`src/rtl/msi_pkg.sv`:
```
// Operation
// - bit 4 shows inverted clear-to-send
// - bit 0 flags clear-to-send change since read
// - clear-to-send never gates the transmitter
// - clear-to-send change plus enable raises interrupt
// - bit 7 shows inverted carrier-detect
// - bit 3 flags carrier-detect change since read
// - carrier-detect change plus enable raises interrupt
// - separate status and pins per channel
// - bit 5 shows inverted data-set-ready
// - bit 1 flags data-set-ready change, interrupts
package msi_pkg;
  // byte addresses, channel 0 then channel 1
  localparam logic [3:0] STATUS0_ADDR = 4'h0;
  localparam logic [3:0] ENABLE0_ADDR = 4'h4;
  localparam logic [3:0] STATUS1_ADDR = 4'h8;
  localparam logic [3:0] ENABLE1_ADDR = 4'hC;
  // status field positions
  localparam int CTS_CHG_BIT = 0;
  localparam int DSR_CHG_BIT = 1;
  localparam int DCD_CHG_BIT = 3;
  localparam int CTS_BIT     = 4;
  localparam int DSR_BIT     = 5;
  localparam int DCD_BIT     = 7;
  // enable register field
  localparam int MS_IRQ_EN_BIT = 0;
  localparam logic [7:0] ENABLE_RESET = 8'h00;
  localparam logic [2:0] PIN_RESET    = 3'h7;
endpackage : msi_pkg

```
`src/rtl/msi_channel.sv`:
```
`timescale 1ns/1ns
// one serial channel's modem status logic
module msi_channel (
  input  wire logic       clk,
  input  wire logic       rst,
  input  wire logic [2:0] pins_n,
  input  wire logic       read_status,
  input  wire logic       irq_en,
  output logic      [7:0] status,
  output logic            irq
);
  typedef struct packed {
    logic [2:0] sync1;
    logic [2:0] sync2;
    logic [2:0] last;
    logic [2:0] changed;
  } msi_chan_type;

  msi_chan_type cur;
  msi_chan_type next_cur;

  // pins order: {dcd, dsr, cts}; sync then edge detect on second stage
  always_comb begin
    next_cur       = cur;
    next_cur.sync1 = pins_n;
    next_cur.sync2 = cur.sync1;
    next_cur.last  = cur.sync2;
    // read clears, but a change in the same cycle wins
    if (read_status) begin
      next_cur.changed = 3'h0;
    end
    next_cur.changed = next_cur.changed | (cur.sync2 ^ cur.last);
  end

  always_ff @(posedge clk or posedge rst) begin
    if (rst) begin
      cur <= '{msi_pkg::PIN_RESET, msi_pkg::PIN_RESET, msi_pkg::PIN_RESET, 3'h0};
    end else begin
      cur <= next_cur;
    end
  end

  // status image, reserved bits read zero
  always_comb begin
    status                        = 8'h00;
    status[msi_pkg::CTS_CHG_BIT]  = cur.changed[0];
    status[msi_pkg::DSR_CHG_BIT]  = cur.changed[1];
    status[msi_pkg::DCD_CHG_BIT]  = cur.changed[2];
    status[msi_pkg::CTS_BIT]      = ~cur.last[0];
    status[msi_pkg::DSR_BIT]      = ~cur.last[1];
    status[msi_pkg::DCD_BIT]      = ~cur.last[2];
  end

  assign irq = irq_en & (|cur.changed);
endmodule : msi_channel

```
`src/rtl/msi_top.sv`:
```
`timescale 1ns/1ns
// modem status inputs for two serial channels, classic wishbone slave
module msi_top (
  input  wire logic        clk,
  input  wire logic        rst,
  input  wire logic        wb_cyc_i,
  input  wire logic        wb_stb_i,
  input  wire logic        wb_we_i,
  input  wire logic [3:0]  wb_adr_i,
  input  wire logic [3:0]  wb_sel_i,
  input  wire logic [31:0] wb_dat_i,
  output logic      [31:0] wb_dat_o,
  output logic             wb_ack_o,
  input  wire logic        first_cts_n,
  input  wire logic        first_dsr_n,
  input  wire logic        first_dcd_n,
  input  wire logic        ir_cts_n,
  input  wire logic        ir_dsr_n,
  input  wire logic        ir_dcd_n,
  output logic             first_irq,
  output logic             ir_irq
);
  typedef struct packed {
    logic        ack;
    logic [31:0] dat;
    logic [7:0]  en0;
    logic [7:0]  en1;
  } msi_top_type;

  msi_top_type cur;
  msi_top_type next_cur;
  logic [7:0]  stat0;
  logic [7:0]  stat1;
  logic        req;
  logic        rd0;
  logic        rd1;

  // one wait state: ack in the cycle after the request is seen
  assign req = wb_cyc_i & wb_stb_i & ~cur.ack;
  // clear flags only on the accepted read, when ack goes out
  assign rd0 = req & ~wb_we_i & (wb_adr_i == msi_pkg::STATUS0_ADDR);
  assign rd1 = req & ~wb_we_i & (wb_adr_i == msi_pkg::STATUS1_ADDR);

  // each channel owns its own pins and status image
  msi_channel u_first (
    .clk         (clk),
    .rst         (rst),
    .pins_n      ({first_dcd_n, first_dsr_n, first_cts_n}),
    .read_status (rd0),
    .irq_en      (cur.en0[msi_pkg::MS_IRQ_EN_BIT]),
    .status      (stat0),
    .irq         (first_irq)
  );

  msi_channel u_ir (
    .clk         (clk),
    .rst         (rst),
    .pins_n      ({ir_dcd_n, ir_dsr_n, ir_cts_n}),
    .read_status (rd1),
    .irq_en      (cur.en1[msi_pkg::MS_IRQ_EN_BIT]),
    .status      (stat1),
    .irq         (ir_irq)
  );

  // bus decode; unmapped reads return zero, writes ignored
  always_comb begin
    next_cur     = cur;
    next_cur.ack = req;
    if (req) begin
      next_cur.dat = 32'h0000_0000;
      if (wb_we_i) begin
        if (wb_adr_i == msi_pkg::ENABLE0_ADDR && wb_sel_i[0]) begin
          next_cur.en0 = wb_dat_i[7:0];
        end
        if (wb_adr_i == msi_pkg::ENABLE1_ADDR && wb_sel_i[0]) begin
          next_cur.en1 = wb_dat_i[7:0];
        end
      end else begin
        case (wb_adr_i)
          msi_pkg::STATUS0_ADDR: next_cur.dat = {24'h000000, stat0};
          msi_pkg::ENABLE0_ADDR: next_cur.dat = {24'h000000, cur.en0};
          msi_pkg::STATUS1_ADDR: next_cur.dat = {24'h000000, stat1};
          msi_pkg::ENABLE1_ADDR: next_cur.dat = {24'h000000, cur.en1};
          default:               next_cur.dat = 32'h0000_0000;
        endcase
      end
    end
  end

  always_ff @(posedge clk or posedge rst) begin
    if (rst) begin
      cur <= '{1'b0, 32'h0000_0000, msi_pkg::ENABLE_RESET, msi_pkg::ENABLE_RESET};
    end else begin
      cur <= next_cur;
    end
  end

  // no transmitter here; clear-to-send is status only and gates nothing
  assign wb_ack_o = cur.ack;
  assign wb_dat_o = cur.dat;
endmodule : msi_top

```
`config.mk`:
```
export PLATFORM = sky130hd
export DESIGN_NAME = msi_top
export DESIGN_NICKNAME = d
export VERILOG_FILES = /design/src/rtl/msi_pkg.sv /design/src/rtl/msi_channel.sv /design/src/rtl/msi_top.sv
export SDC_FILE = /design/constraint.sdc
export NUM_CORES = 1
export LEC_CHECK = 0
export CORE_MARGIN = 3
export CORE_UTILIZATION = 65
export CTS_BUF_LIST = sky130_fd_sc_hd__clkbuf_16
export CTS_CLUSTER_SIZE = 10
export DETAILED_ROUTE_END_ITERATION = 8
export DONT_BUFFER_PORTS = 1
export GPL_TIMING_DRIVEN = 0
export PLACE_DENSITY = 0.81
export SYNTH_ARGS = -nofsm -noshare
export SYNTH_HDL_FRONTEND = slang
export SYNTH_SLANG_ARGS = --single-unit
```
`constraint.sdc`:
```
create_clock -name clk -period 2.47 [get_ports clk]
set_input_delay 0.1235 -clock clk [delete_from_list [all_inputs] [get_ports clk]]
set_output_delay 0.1235 -clock clk [all_outputs]
set_load 0.005 [all_outputs]
```
---- After elaboration in Yosys (flattened, before gate mapping) ----
Index checks and enable logic that the tools add are counted.
operators by class
  bitwise operators ....................... 19
  multipliers ............................. 0
  $lt $le $gt $ge ......................... 0
  muxes and demuxes ....................... 4
  shift-type cells ........................ 0
  reduce and logical (&&, ||, !) cells .... 7
  equal/unequal tests ..................... 3
  $add $sub $neg .......................... 0
  div/mod/pow operators ................... 0
operators by type and width
  kind                                                                   number
  8-bit one-hot mux with 4 select lines                                  1
  4-bit equality test, second input constant                             2
  8-bit 2-to-1 mux                                                       1
  1-bit inverter                                                         8
  1-bit AND                                                              7
  3-bit 2-to-1 mux                                                       2
  3-bit OR                                                               2
  3-bit AND reduction                                                    2
  3-bit OR reduction                                                     2
  3-bit XOR                                                              2
  4-bit by 3-bit equality test with 1-bit output, second input constant  1
  4-bit logical NOT                                                      1
  1-bit logical AND                                                      2
storage, ports and cells
  memories kept ........................... 0
  bits in read-only memories .............. 0
  bits in registers ....................... 73
  latch bits .............................. 0
  memory bits (writable) .................. 0
  word-level logic and storage cells ...... 45
  input port bits ......................... 51
  output and inout port bits .............. 35

---- Longest topological paths before layout ----
Gate-level depths: netlist of the first run.
  word-level depth ........................ 6
  gate-level depth with buffers ........... 5
  depth with buffers taken out ............ 4

---- By module ----
A second synthesis of the first run with hierarchy kept.
second synthesis, totals
  cell total of the unflattened synthesis .. 188
  area, all modules ....................... 2,331.0 um^2
modules (own cells, without submodules)
  module       cells each  area an instance (um^2)  times used
  msi_top      124         1,472.7                  1
  msi_channel  32          429.2                    2

---- Worst setup path after synthesis of the first run ----
No wires, ideal clock.
  path type ............................... flip-flop to flip-flop
  start ................................... register cur (netlist bit wb_ack_o)
  end ..................................... register cur[10] in the netlist's numbering
  setup slack ............................. 805 ps
  library setup time ...................... 125 ps
  period minus slack after synthesis ...... 1,665 ps
  arrival time ............................ 1,540 ps
  stages on the path, launching flop included .. 4
  path buffers ............................ 0
  path through ............................ dfrtp_1 -> nand3b_2 -> nor4b_4 -> mux2_2
between the ends
  word-level cells in the longest chain between the ends .. 3
ends and longest elaborated chain
  element                        RTL line       text
  start: declaration             msi_top.sv:30  msi_top_type cur;
  start signal: assignment       msi_top.sv:92  cur <= '{1'b0, 32'h0000_0000, msi_pkg::ENABLE_RESET, msi_pkg::ENABLE_RESET};
  start signal: assignment       msi_top.sv:94  cur <= next_cur;
  1-bit inverter                 msi_top.sv:39  assign req = wb_cyc_i & wb_stb_i & ~cur.ack;
  1-bit AND                      msi_top.sv:39
  3-bit AND reduction (no line)  --
No other way between the ends.
A chain may end at the register's enable or synchronous reset.

---- Worst setup path in the final report of the first run ----
  start ................................... register cur (netlist bit wb_ack_o)
  end ..................................... register cur[4] in the netlist's numbering
between the ends
  word-level cells in the longest chain between the ends .. 3
ends and longest elaborated chain
  element                        RTL line       text
  1-bit inverter                 msi_top.sv:39
  1-bit AND                      msi_top.sv:39
  net req                        msi_top.sv:34  logic req;
  3-bit AND reduction (no line)  --
The timed path passes the listed nets, and every way through them passes these cells.

==> flow_metrics.tcl, run 1 <==
set metrics [dict create \
    final_cell_mix "32 x buf_4, 31 x dfrtp_1, 24 x conb_1" \
    drv_slew 0 \
    grt_max_degree 50 \
    grt_pass1_wl_mm 6.196 \
    synth-simple-area-share 0.04577 \
    cts_post_setup_buffers_inserted 0 \
    htreeDepth 2 \
    clock-root-buffer "clkbuf_16" \
    ys_ff_latch 49 \
    num_antenna_cells 0 \
    final_util 0.8488 \
    end_kind "flop" \
    avgSynthCellArea_sq_um 13.76 \
    num_vias 1308 \
    crit_path_start_kind "flop" \
    synth_top_family_by_area "multiplexers" \
    clk_path_buf_depth 2 \
    globalRoute.totalOverflow 0 \
    drc 0 \
    syn_inst 159 \
    synthAdderAreaFrac 0 \
    worstMarginPinSlew_ns 0.9530 \
    slew_headroom 0.3637 \
    final_common_cell "buf_4" \
    io_buffer_count 0 \
    hold_violations 0 \
    cellLeakagePower_nw 1.273 \
    synthMuxAreaShare 0.1493 \
    post_cts_resized 0 \
    antenna_left 0 \
    syn-cell-area_sq_um 2187 \
    cellPowerDensity_nw_per_um2 659.4 \
    setup_viol 0 \
    grt_pass1_vias 1249 \
    fin_crit_ns 1.997 \
    ir_drop_uv 860.4 \
    fin_crit_sh 0.8086 \
    clock_latency_ns 0.28 \
    wl_mm 4.150 \
    dp_hpwl_mm 2.742 \
    area_growth_pct 21.40 \
    maxCapViolations 0 \
    finalNetCount 256 \
    setup-tns-final_ns 0 \
    yosys-top-cells-area "dfrtp_1 35%, dfstp_2 22%, buf_4 11%" \
    clock_skew_ns 0.003671 \
    routed_via_density 5.232 \
    antenna_found_initial 0 \
    drt-pass1-iter-count 4 \
    criticalPathCategory "reg2reg" \
    num_rows 20 \
    yosys_warnings 0 \
    clock-sinks 49 \
    drive_gt1_frac 0.4175 \
    coreArea_sq_um 3128 \
    cts_hold_buf 15 \
    synth_top_cell_area_share 0.3547 \
    power_mw 1.751 \
    ys_seq_area_frac 0.5709 \
    hp-class "in2reg" \
    clk_pin_slew_worst_paths_ns 0.06 \
    worstPathArrival_ns 2.16 \
    track_usage 0.2063 \
    critical_path_required_ns 2.64 \
    synth_compound_area_frac 0.07895 \
    r2r_cells 4 \
    status "complete, no violations" \
    cts_tree "done" \
    die_width_um 64.01 \
    cts_made_buffers 5 \
    drtIter0Drc 29 \
    rsz0062_at_grt "false" \
    hold_path_depth 3 \
    die_area_sq_um 4097 \
    path_max_fanout 10 \
    ios 86 \
    start_util 0.6992 \
    synthXorXnorAreaFrac 0.02403 \
    yosysTopAreaCell "dfrtp_1" \
    post_drt_wl_per_cell_um 16.60 \
    fmax_mhz 500.7 \
    yosysUniqueCellTypes 27 \
    die_height_um 64.01 \
    place_congestion 0.8696 \
]
## power breakdown
| group | total, mW | switching [mW] | internal [mW] |
|---|---|---|---|
| registers | 0.874 | 0.0219 | 0.852 |
| clock network | 0.720 | 0.282 | 0.438 |
| logic | 0.157 | 0.0716 | 0.0852 |
| total | 1.75 | 0.376 | 1.37 |
## state kept, by name (all words and copies together), names as in the netlist
register        cells
u_ir.status         3
u_first.cur         9
wb_dat_o            8
wb_ack_o            1
cur                16
u_ir.cur            9
u_first.status      3
## critical path: stages, from the launching register on
cell and delay [ns]:
dfrtp_1 0.39, nand3b_2 0.36, inv_1 0.22, nand4_1 0.45
mux2_2 0.46
## synth_stat cells
cell	number
buf_4	32
dfrtp_1	31
mux2_2	21
dfstp_2	18
mux2i_1	9
a21o_1	6
a22o_1	6
o22ai_1	6
xor2_1	6
a32o_1	2
and2_1	2
buf_6	2
clkbuf_1	2
inv_1	2
o31a_1	2
buf_2	1
conb_1	1
nand3_1	1
nand3b_2	1
nand4_1	1
nand4b_1	1
nor2_1	1
nor3_1	1
nor3b_1	1
nor4b_4	1
or3_2	1
or3b_1	1
## per-layer routing
layer	global-route usage	vias to the layer above	part of all wire
met2	0.3510	73	0.49
li1	-	591	-
met5	0	-	0
met4	0.05930	0	0.015
met1	0.2443	637	0.40
met3	0.07557	7	0.093
## cell families (layout without fill, tap and decap cells)
kind of cell | Yosys count | in the layout
flip-flops | 49 | 49
buffers and inverters | 39 | 63
multiplexers | 30 | 30
AO/OA/AOI/OAI | 22 | 22
AND/OR/NAND/NOR | 12 | 12
XOR/XNOR | 6 | 6
other | 1 | 24
## worst paths after layout
kind | startpoint | slack [ns] | end
max in group asynchronous | rst | 1.36 | wb_ack_o
min | wb_adr_i[2] | 0.18 | u_first.status[3]
max reg2reg | wb_ack_o | 0.47 | cur[4]
min reg2reg | u_first.cur[9] | 0.36 | u_first.cur[6]
min in group asynchronous | rst | 0.51 | u_first.status[0]
max | wb_ack_o | 0.47 | cur[4]
## cell type report
class / count / area [sq um]
fill: 165 / 473.0
clock inverter: 2 / 16.27
multi-input combinational: 94 / 742.0
sequential: 49 / 1249
clock buffer: 6 / 150.1
buffer: 37 / 275.3
inverter: 2 / 7.507
tap: 44 / 55.05
timing repair buffer: 16 / 160.2
## metrics by stage
stage / std cells / area [sq um] / hold WS [ns] / setup slack (ns)
2_1_floorplan: 182 / 2273 / 0.1280 / 0.8051
3_3_place_gp: 226 / 2328 / 0.1280 / 0.6007
3_5_place_dp: 226 / 2328 / 0.1280 / 0.5336
4_1_cts: 249 / 2645 / 0.004852 / 0.5319
5_1_grt: 250 / 2655 / 0.1853 / 0.3847
6_report: 250 / 2655 / 0.1754 / 0.4728
No activity file was read; power rests on OpenSTA's default activity.
==> inputs of run 2 (changes only) <==
--- a/config.mk
+++ b/config.mk
@@ -5,14 +5,15 @@
 export SDC_FILE = /design/constraint.sdc
 export NUM_CORES = 1
 export LEC_CHECK = 0
+export ABC_AREA = 1
 export CORE_MARGIN = 3
-export CORE_UTILIZATION = 65
+export CORE_UTILIZATION = 62
 export CTS_BUF_LIST = sky130_fd_sc_hd__clkbuf_16
 export CTS_CLUSTER_SIZE = 10
 export DETAILED_ROUTE_END_ITERATION = 8
 export DONT_BUFFER_PORTS = 1
 export GPL_TIMING_DRIVEN = 0
-export PLACE_DENSITY = 0.81
+export PLACE_DENSITY = 0.78
 export SYNTH_ARGS = -nofsm -noshare
 export SYNTH_HDL_FRONTEND = slang
 export SYNTH_SLANG_ARGS = --single-unit
==> constraint.sdc (replaced) <==
create_clock -name clk -period 2.05 [get_ports clk]
set_input_delay 0.1025 -clock clk [delete_from_list [all_inputs] [get_ports clk]]
set_output_delay 0.1025 -clock clk [all_outputs]
set_load 0.005 [all_outputs]
==> flow_metrics.tcl, run 2 <==
set metrics [dict create \
    path_max_fanout 10 \
    synthArstFlopShare 1.000 \
    multi_input_area_sq_um 798.3 \
    drc 0 \
    avgSynthCellArea_sq_um 9.100 \
    htreeDepth 2 \
    yosys_warnings 0 \
    yosysMostFrequentCell "nand2_1" \
    synth_flop_cell "dfrtp_1" \
    synthMuxAreaShare 0 \
    grt_max_degree 30 \
    startpoint "wb_stb_i" \
    ff_latch_area_sq_um 1249 \
    endpoint "cur[6]" \
    grt_pass1_wl_mm 7.452 \
    drive_gt1_frac 0.2550 \
    synthTopCellsByCount "75 x nand2_1, 37 x nand3_1, 35 x buf_4" \
    die_area_sq_um 4480 \
    r2r_start "wb_ack_o" \
    cts_post_setup_buffers_inserted 0 \
    clk_pin_slew_worst_paths_ns 0.07 \
    track_usage 0.2301 \
    worstPathArrival_ns 2.07 \
    area_growth_pct 21.14 \
    antenna_found_initial 0 \
    crit_family "buffers and inverters" \
    max_stage_delay_ns 0.59 \
    r2r_slack_ns 0.74 \
    globalRoute.totalOverflow 0 \
    cellLeakagePower_nw 1.512 \
    num-fill-cells 235 \
    grt_pass1_vias 1628 \
    r2r_cells 6 \
    critical_path_required_ns 2.28 \
    worstPathCellList "dlygate4sd3_1, nand2_1, dlygate4sd3_1, nor2_4, inv_2, nor2_8, buf_4, nand3_1, nand2_1" \
    cts_made_buffers 5 \
    ys_ff_latch 49 \
    ir_drop_uv 666.6 \
    layout_setup_ws_ns 0.2122 \
    hp-class "in2reg" \
    num_antenna_cells 0 \
    drtIter0Drc 83 \
    routed_via_density 4.989 \
    crit_buf_inv 4 \
    clock-root-buffer "clkbuf_16" \
    fin_crit_sh 0.8965 \
    drt-pass1-iter-count 4 \
    final_cell_mix "75 x nand2_1, 37 x nand3_1, 35 x buf_4" \
    synthAdderAreaFrac 0 \
    hold_violations 0 \
    end_kind "flop" \
    antenna_left 0 \
    wl_mm 4.643 \
    switching_share 0.2356 \
    synth_edf_count 0 \
    die_height_um 66.94 \
    pre_cts_slack_ns 0.7131 \
    die_width_um 66.94 \
    yosysUniqueCellTypes 18 \
    io_buffer_count 0 \
    synth-simple-area-share 0.2522 \
    yosys-top-cells-area "dfrtp_1 34%, dfstp_2 21%, nand2_1 12%" \
    synth_top_cell_area_share 0.3370 \
    crit_path_start_kind "input port" \
    rsz0062_at_grt "false" \
    p_comb_frac 0.093 \
    ios 86 \
    clock_skew_ns 0.006163 \
    synth_compound_area_frac 0.03152 \
    status "complete, no violations" \
    setup-tns-final_ns 0 \
    setup_viol 0 \
    synthXorXnorAreaFrac 0.02283 \
    yosysTopAreaCell "dfrtp_1" \
    dp_hpwl_mm 3.101 \
    cp.depth 9 \
    num_vias 1736 \
    syn-cell-area_sq_um 2302 \
    finalNetCount 352 \
    clock-sinks 49 \
    top_register "cur" \
    criticalPathCategory "in2reg" \
    cts_tree "done" \
    cellPowerDensity_nw_per_um2 739.7 \
    drv_slew 0 \
    reg2reg_to "cur[6]" \
    start_util 0.6688 \
    pwr-share-seq 0.512 \
    syn_inst 253 \
    cpMaxStageDelayCell "dlygate4sd3_1" \
    intPower_mw 1.577 \
    place_congestion 0.8237 \
    hp-start "wb_adr_i[0]" \
    clk_path_buf_depth 2 \
    fin_crit_ns 1.838 \
    post_drt_wl_per_cell_um 13.34 \
    largestRegisters "cur x16, u_first.cur x9, u_ir.cur x9" \
    fmax_mhz 544.1 \
    coreArea_sq_um 3442 \
    maxCapViolations 0 \
    clock_latency_ns 0.29 \
    power_mw 2.063 \
    num_rows 21 \
    final_common_cell "nand2_1" \
    power_switching_mw 0.4861 \
    synth_top_family_by_area "simple AND/OR/NAND/NOR gates" \
    largest_reg_flops 16 \
    ys_seq_area_frac 0.5424 \
    pwr-share-clk 0.395 \
]
[run 2: worst min-delay path by stage]
stage                         to  cells past startpoint
3_5_place_dp   u_first.status[1]                      1
6_report             wb_dat_o[2]                      5
4_1_cts              wb_dat_o[2]                      5
3_3_place_gp     u_first.cur[10]                      0
2_1_floorplan    u_first.cur[10]                      0
5_1_grt              wb_dat_o[2]                      5
[run 2: cell families (layout without fill, tap and decap cells)]
kind of cell           count (synthesis)  after routing
XOR/XNOR                               6              6
AND/OR/NAND/NOR                      127            127
other                                  1             24
flip-flops                            49             49
AO/OA/AOI/OAI                         14             14
buffers and inverters                 56             82
[run 2: area by class of cell]
type	instances	area share
well taps	46	0.02064
clock inverters	3	0.008973
clock buffers	5	0.04486
multi-input cells	171	0.2862
repair buffers	18	0.06819
flip-flops and latches	49	0.4477
inverters	19	0.02557
plain buffers	37	0.09780
[run 2: stage by stage]
step	hold WS, ns	utilization	instances	area [sq um]
6_report	0.1439	0.8103	348	2789
5_1_grt	0.1800	0.8103	348	2789
4_1_cts	0.1799	0.8095	348	2786
3_5_place_dp	0.01593	0.7165	323	2466
3_3_place_gp	0.1070	0.7107	322	2446
2_1_floorplan	0.1070	-	276	2389
[run 2: layer usage]
metal / wire (um) / vias up / track usage / share of wire
met1: 1802 / 813 / 0.2685 / 0.39
met5: 0 / - / 0 / 0
met2: 2382 / 72 / 0.4059 / 0.51
met3: 341 / 12 / 0.04722 / 0.073
met4: 116 / 0 / 0.09873 / 0.025
li1: - / 839 / - / -
[run 2: power by group through the flow]
stage          clock, mW  combinational, mW  sequential (mW)
2_1_floorplan          0              0.134             1.06
3_3_place_gp           0              0.150             1.07
3_5_place_dp           0              0.159             1.07
4_1_cts            0.828              0.189             1.05
5_1_grt            0.882              0.216             1.06
6_report           0.815              0.193             1.06
[run 2: what timing repair did]
| action | in CTS | in global routing |
|---|---|---|
| endpoints found under the setup margin | 0 | 3 |
| endpoints found under the hold margin | 34 | 0 |
| gates resized for setup | 0 | 1 |
| hold buffers | 17 | 0 |
[run 2: worst register-to-register path, cell delays in order (launching register included)]
cell	delay (ns)
dfrtp_1	0.42
nor2_4	0.15
inv_2	0.11
nor2_8	0.18
buf_4	0.21
nand3_1	0.10
nand2_1	0.09
==> inputs of run 3 (changes only) <==
--- a/config.mk
+++ b/config.mk
@@ -6,14 +6,16 @@
 export NUM_CORES = 1
 export LEC_CHECK = 0
 export ABC_AREA = 1
+export CELL_PAD_IN_SITES_DETAIL_PLACEMENT = 0
+export CELL_PAD_IN_SITES_GLOBAL_PLACEMENT = 2
 export CORE_MARGIN = 3
-export CORE_UTILIZATION = 62
+export CORE_UTILIZATION = 36
 export CTS_BUF_LIST = sky130_fd_sc_hd__clkbuf_16
 export CTS_CLUSTER_SIZE = 10
 export DETAILED_ROUTE_END_ITERATION = 8
 export DONT_BUFFER_PORTS = 1
 export GPL_TIMING_DRIVEN = 0
-export PLACE_DENSITY = 0.78
+export PLACE_DENSITY_LB_ADDON = 0.1
 export SYNTH_ARGS = -nofsm -noshare
 export SYNTH_HDL_FRONTEND = slang
 export SYNTH_SLANG_ARGS = --single-unit
==> flow_metrics.tcl, run 3 (synthesis gave the netlist of run 2 again) <==
set metrics [dict create \
    die_width_um 85.97 \
    setup-tns-final_ns 0 \
    crit_path_start_kind "flop" \
    power_mw 2.153 \
    worstMarginPinSlew_ns 0.5044 \
    post_cts_resized 0 \
    critical_path_required_ns 2.27 \
    slew_headroom 0.6625 \
    wl_mm 4.666 \
    dp_hpwl_mm 3.597 \
    routed_via_density 4.218 \
    cellPowerDensity_nw_per_um2 758.8 \
    r2r_slack_ns 0.52 \
    cts_made_buffers 5 \
    grt_pass1_wl_mm 7.700 \
    rsz0062_at_grt "false" \
    post_drt_wl_per_cell_um 12.38 \
    fin_crit_ns 1.526 \
    cts_tree "done" \
    grt_max_degree 29 \
    antenna_left 0 \
    largestRegisters "cur x16, u_first.cur x9, u_ir.cur x9" \
    die_height_um 85.97 \
    path_max_fanout 8 \
    track_usage 0.1346 \
    clk_pin_slew_worst_paths_ns 0.06 \
    end_kind "flop" \
    num_rows 28 \
    finalNetCount 352 \
    largest_reg_flops 16 \
    drive_gt1_frac 0.2483 \
    antenna_found_initial 0 \
    hold_violations 0 \
    worstPathArrival_ns 1.74 \
    maxCapViolations 0 \
    switching_share 0.2159 \
    top_register "cur" \
    final_common_cell "nand2_1" \
    cellLeakagePower_nw 1.526 \
    drc 0 \
    power_switching_mw 0.4649 \
    globalRoute.totalOverflow 0 \
    final_cell_mix "75 x nand2_1, 37 x nand3_1, 35 x buf_4" \
    intPower_mw 1.688 \
    drtIter0Drc 66 \
    criticalPathCategory "reg2reg" \
    clock-root-buffer "clkbuf_16" \
    startpoint "wb_ack_o" \
    io_buffer_count 0 \
    grt_pass1_vias 1592 \
    clock-sinks 49 \
    pre_cts_slack_ns 0.5219 \
    fin_cells 377 \
    p_comb_frac 0.088 \
    clk_path_buf_depth 2 \
    status "complete, no violations" \
    layout_setup_ws_ns 0.5238 \
    num_vias 1590 \
    drt-pass1-iter-count 4 \
    pwr-share-seq 0.489 \
    hp-class "in2reg" \
    placed_cells 352 \
    fin_crit_sh 0.7445 \
    hp-start "wb_adr_i[2]" \
    num_antenna_cells 0 \
    ir_drop_uv 330.4 \
    hold_ws_ns 0.2038 \
    cts_hold_buf 17 \
    place_congestion 0.7677 \
    clock_skew_ns 0.003944 \
    drv_slew 0 \
    ios 86 \
    place_area_sq_um 2502 \
    die_area_sq_um 7391 \
    r2r_start "wb_ack_o" \
    coreArea_sq_um 6061 \
    fmax_mhz 655.2 \
    final_area_sq_um 2838 \
    final_util 0.4682 \
    cts_post_setup_buffers_inserted 0 \
    clock_latency_ns 0.28 \
    start_util 0.3799 \
    htreeDepth 2 \
    area_growth_pct 23.26 \
    pwr-share-clk 0.423 \
    setup_viol 0 \
]
==> run 3: power groups by stage <==
stage          clock network (mW)  registers [mW]  logic (mW)
2_1_floorplan                   0            1.06       0.134
3_3_place_gp                    0            1.07       0.155
3_5_place_dp                    0            1.07       0.162
4_1_cts                     0.942            1.05       0.192
5_1_grt                     0.987            1.06       0.218
6_report                    0.910            1.05       0.190
==> run 3: critical path, cell delays in order, from the launching register on <==
cell	delay (ns)
dfrtp_1	0.42
nor2_4	0.14
nand2_1	0.15
nor2_1	0.43
o21ai_0	0.23
nand2_1	0.10
==> run 3: routing by layer <==
| metal | track usage | vias up | share of wire |
|---|---|---|---|
| li1 | - | 833 | - |
| met1 | 0.1850 | 706 | 0.48 |
| met3 | 0.03170 | 4 | 0.053 |
| met5 | 0 | - | 0 |
| met4 | 0.04317 | 0 | 0.011 |
| met2 | 0.2095 | 47 | 0.46 |
==> run 3: final timing paths <==
kind                                   to  cells past startpoint
hold / removal             u_ir.status[1]                      4
setup reg to reg              wb_dat_o[4]                      5
max in group asynchronous  u_first.cur[5]                      3
setup / recovery              wb_dat_o[4]                      5
min in group asynchronous  u_ir.status[3]                      2
hold reg to reg            u_first.cur[7]                      0
==> run 3: area by class of cell <==
cell class / instances / area [sq um]
repair buffers: 18 / 190.2
plain buffers: 37 / 272.8
inverters: 19 / 71.32
flip-flops and latches: 49 / 1249
fillers: 614 / 3223
well taps: 75 / 93.84
multi-input cells: 171 / 795.8
clock buffers: 5 / 125.1
clock inverters: 3 / 40.04
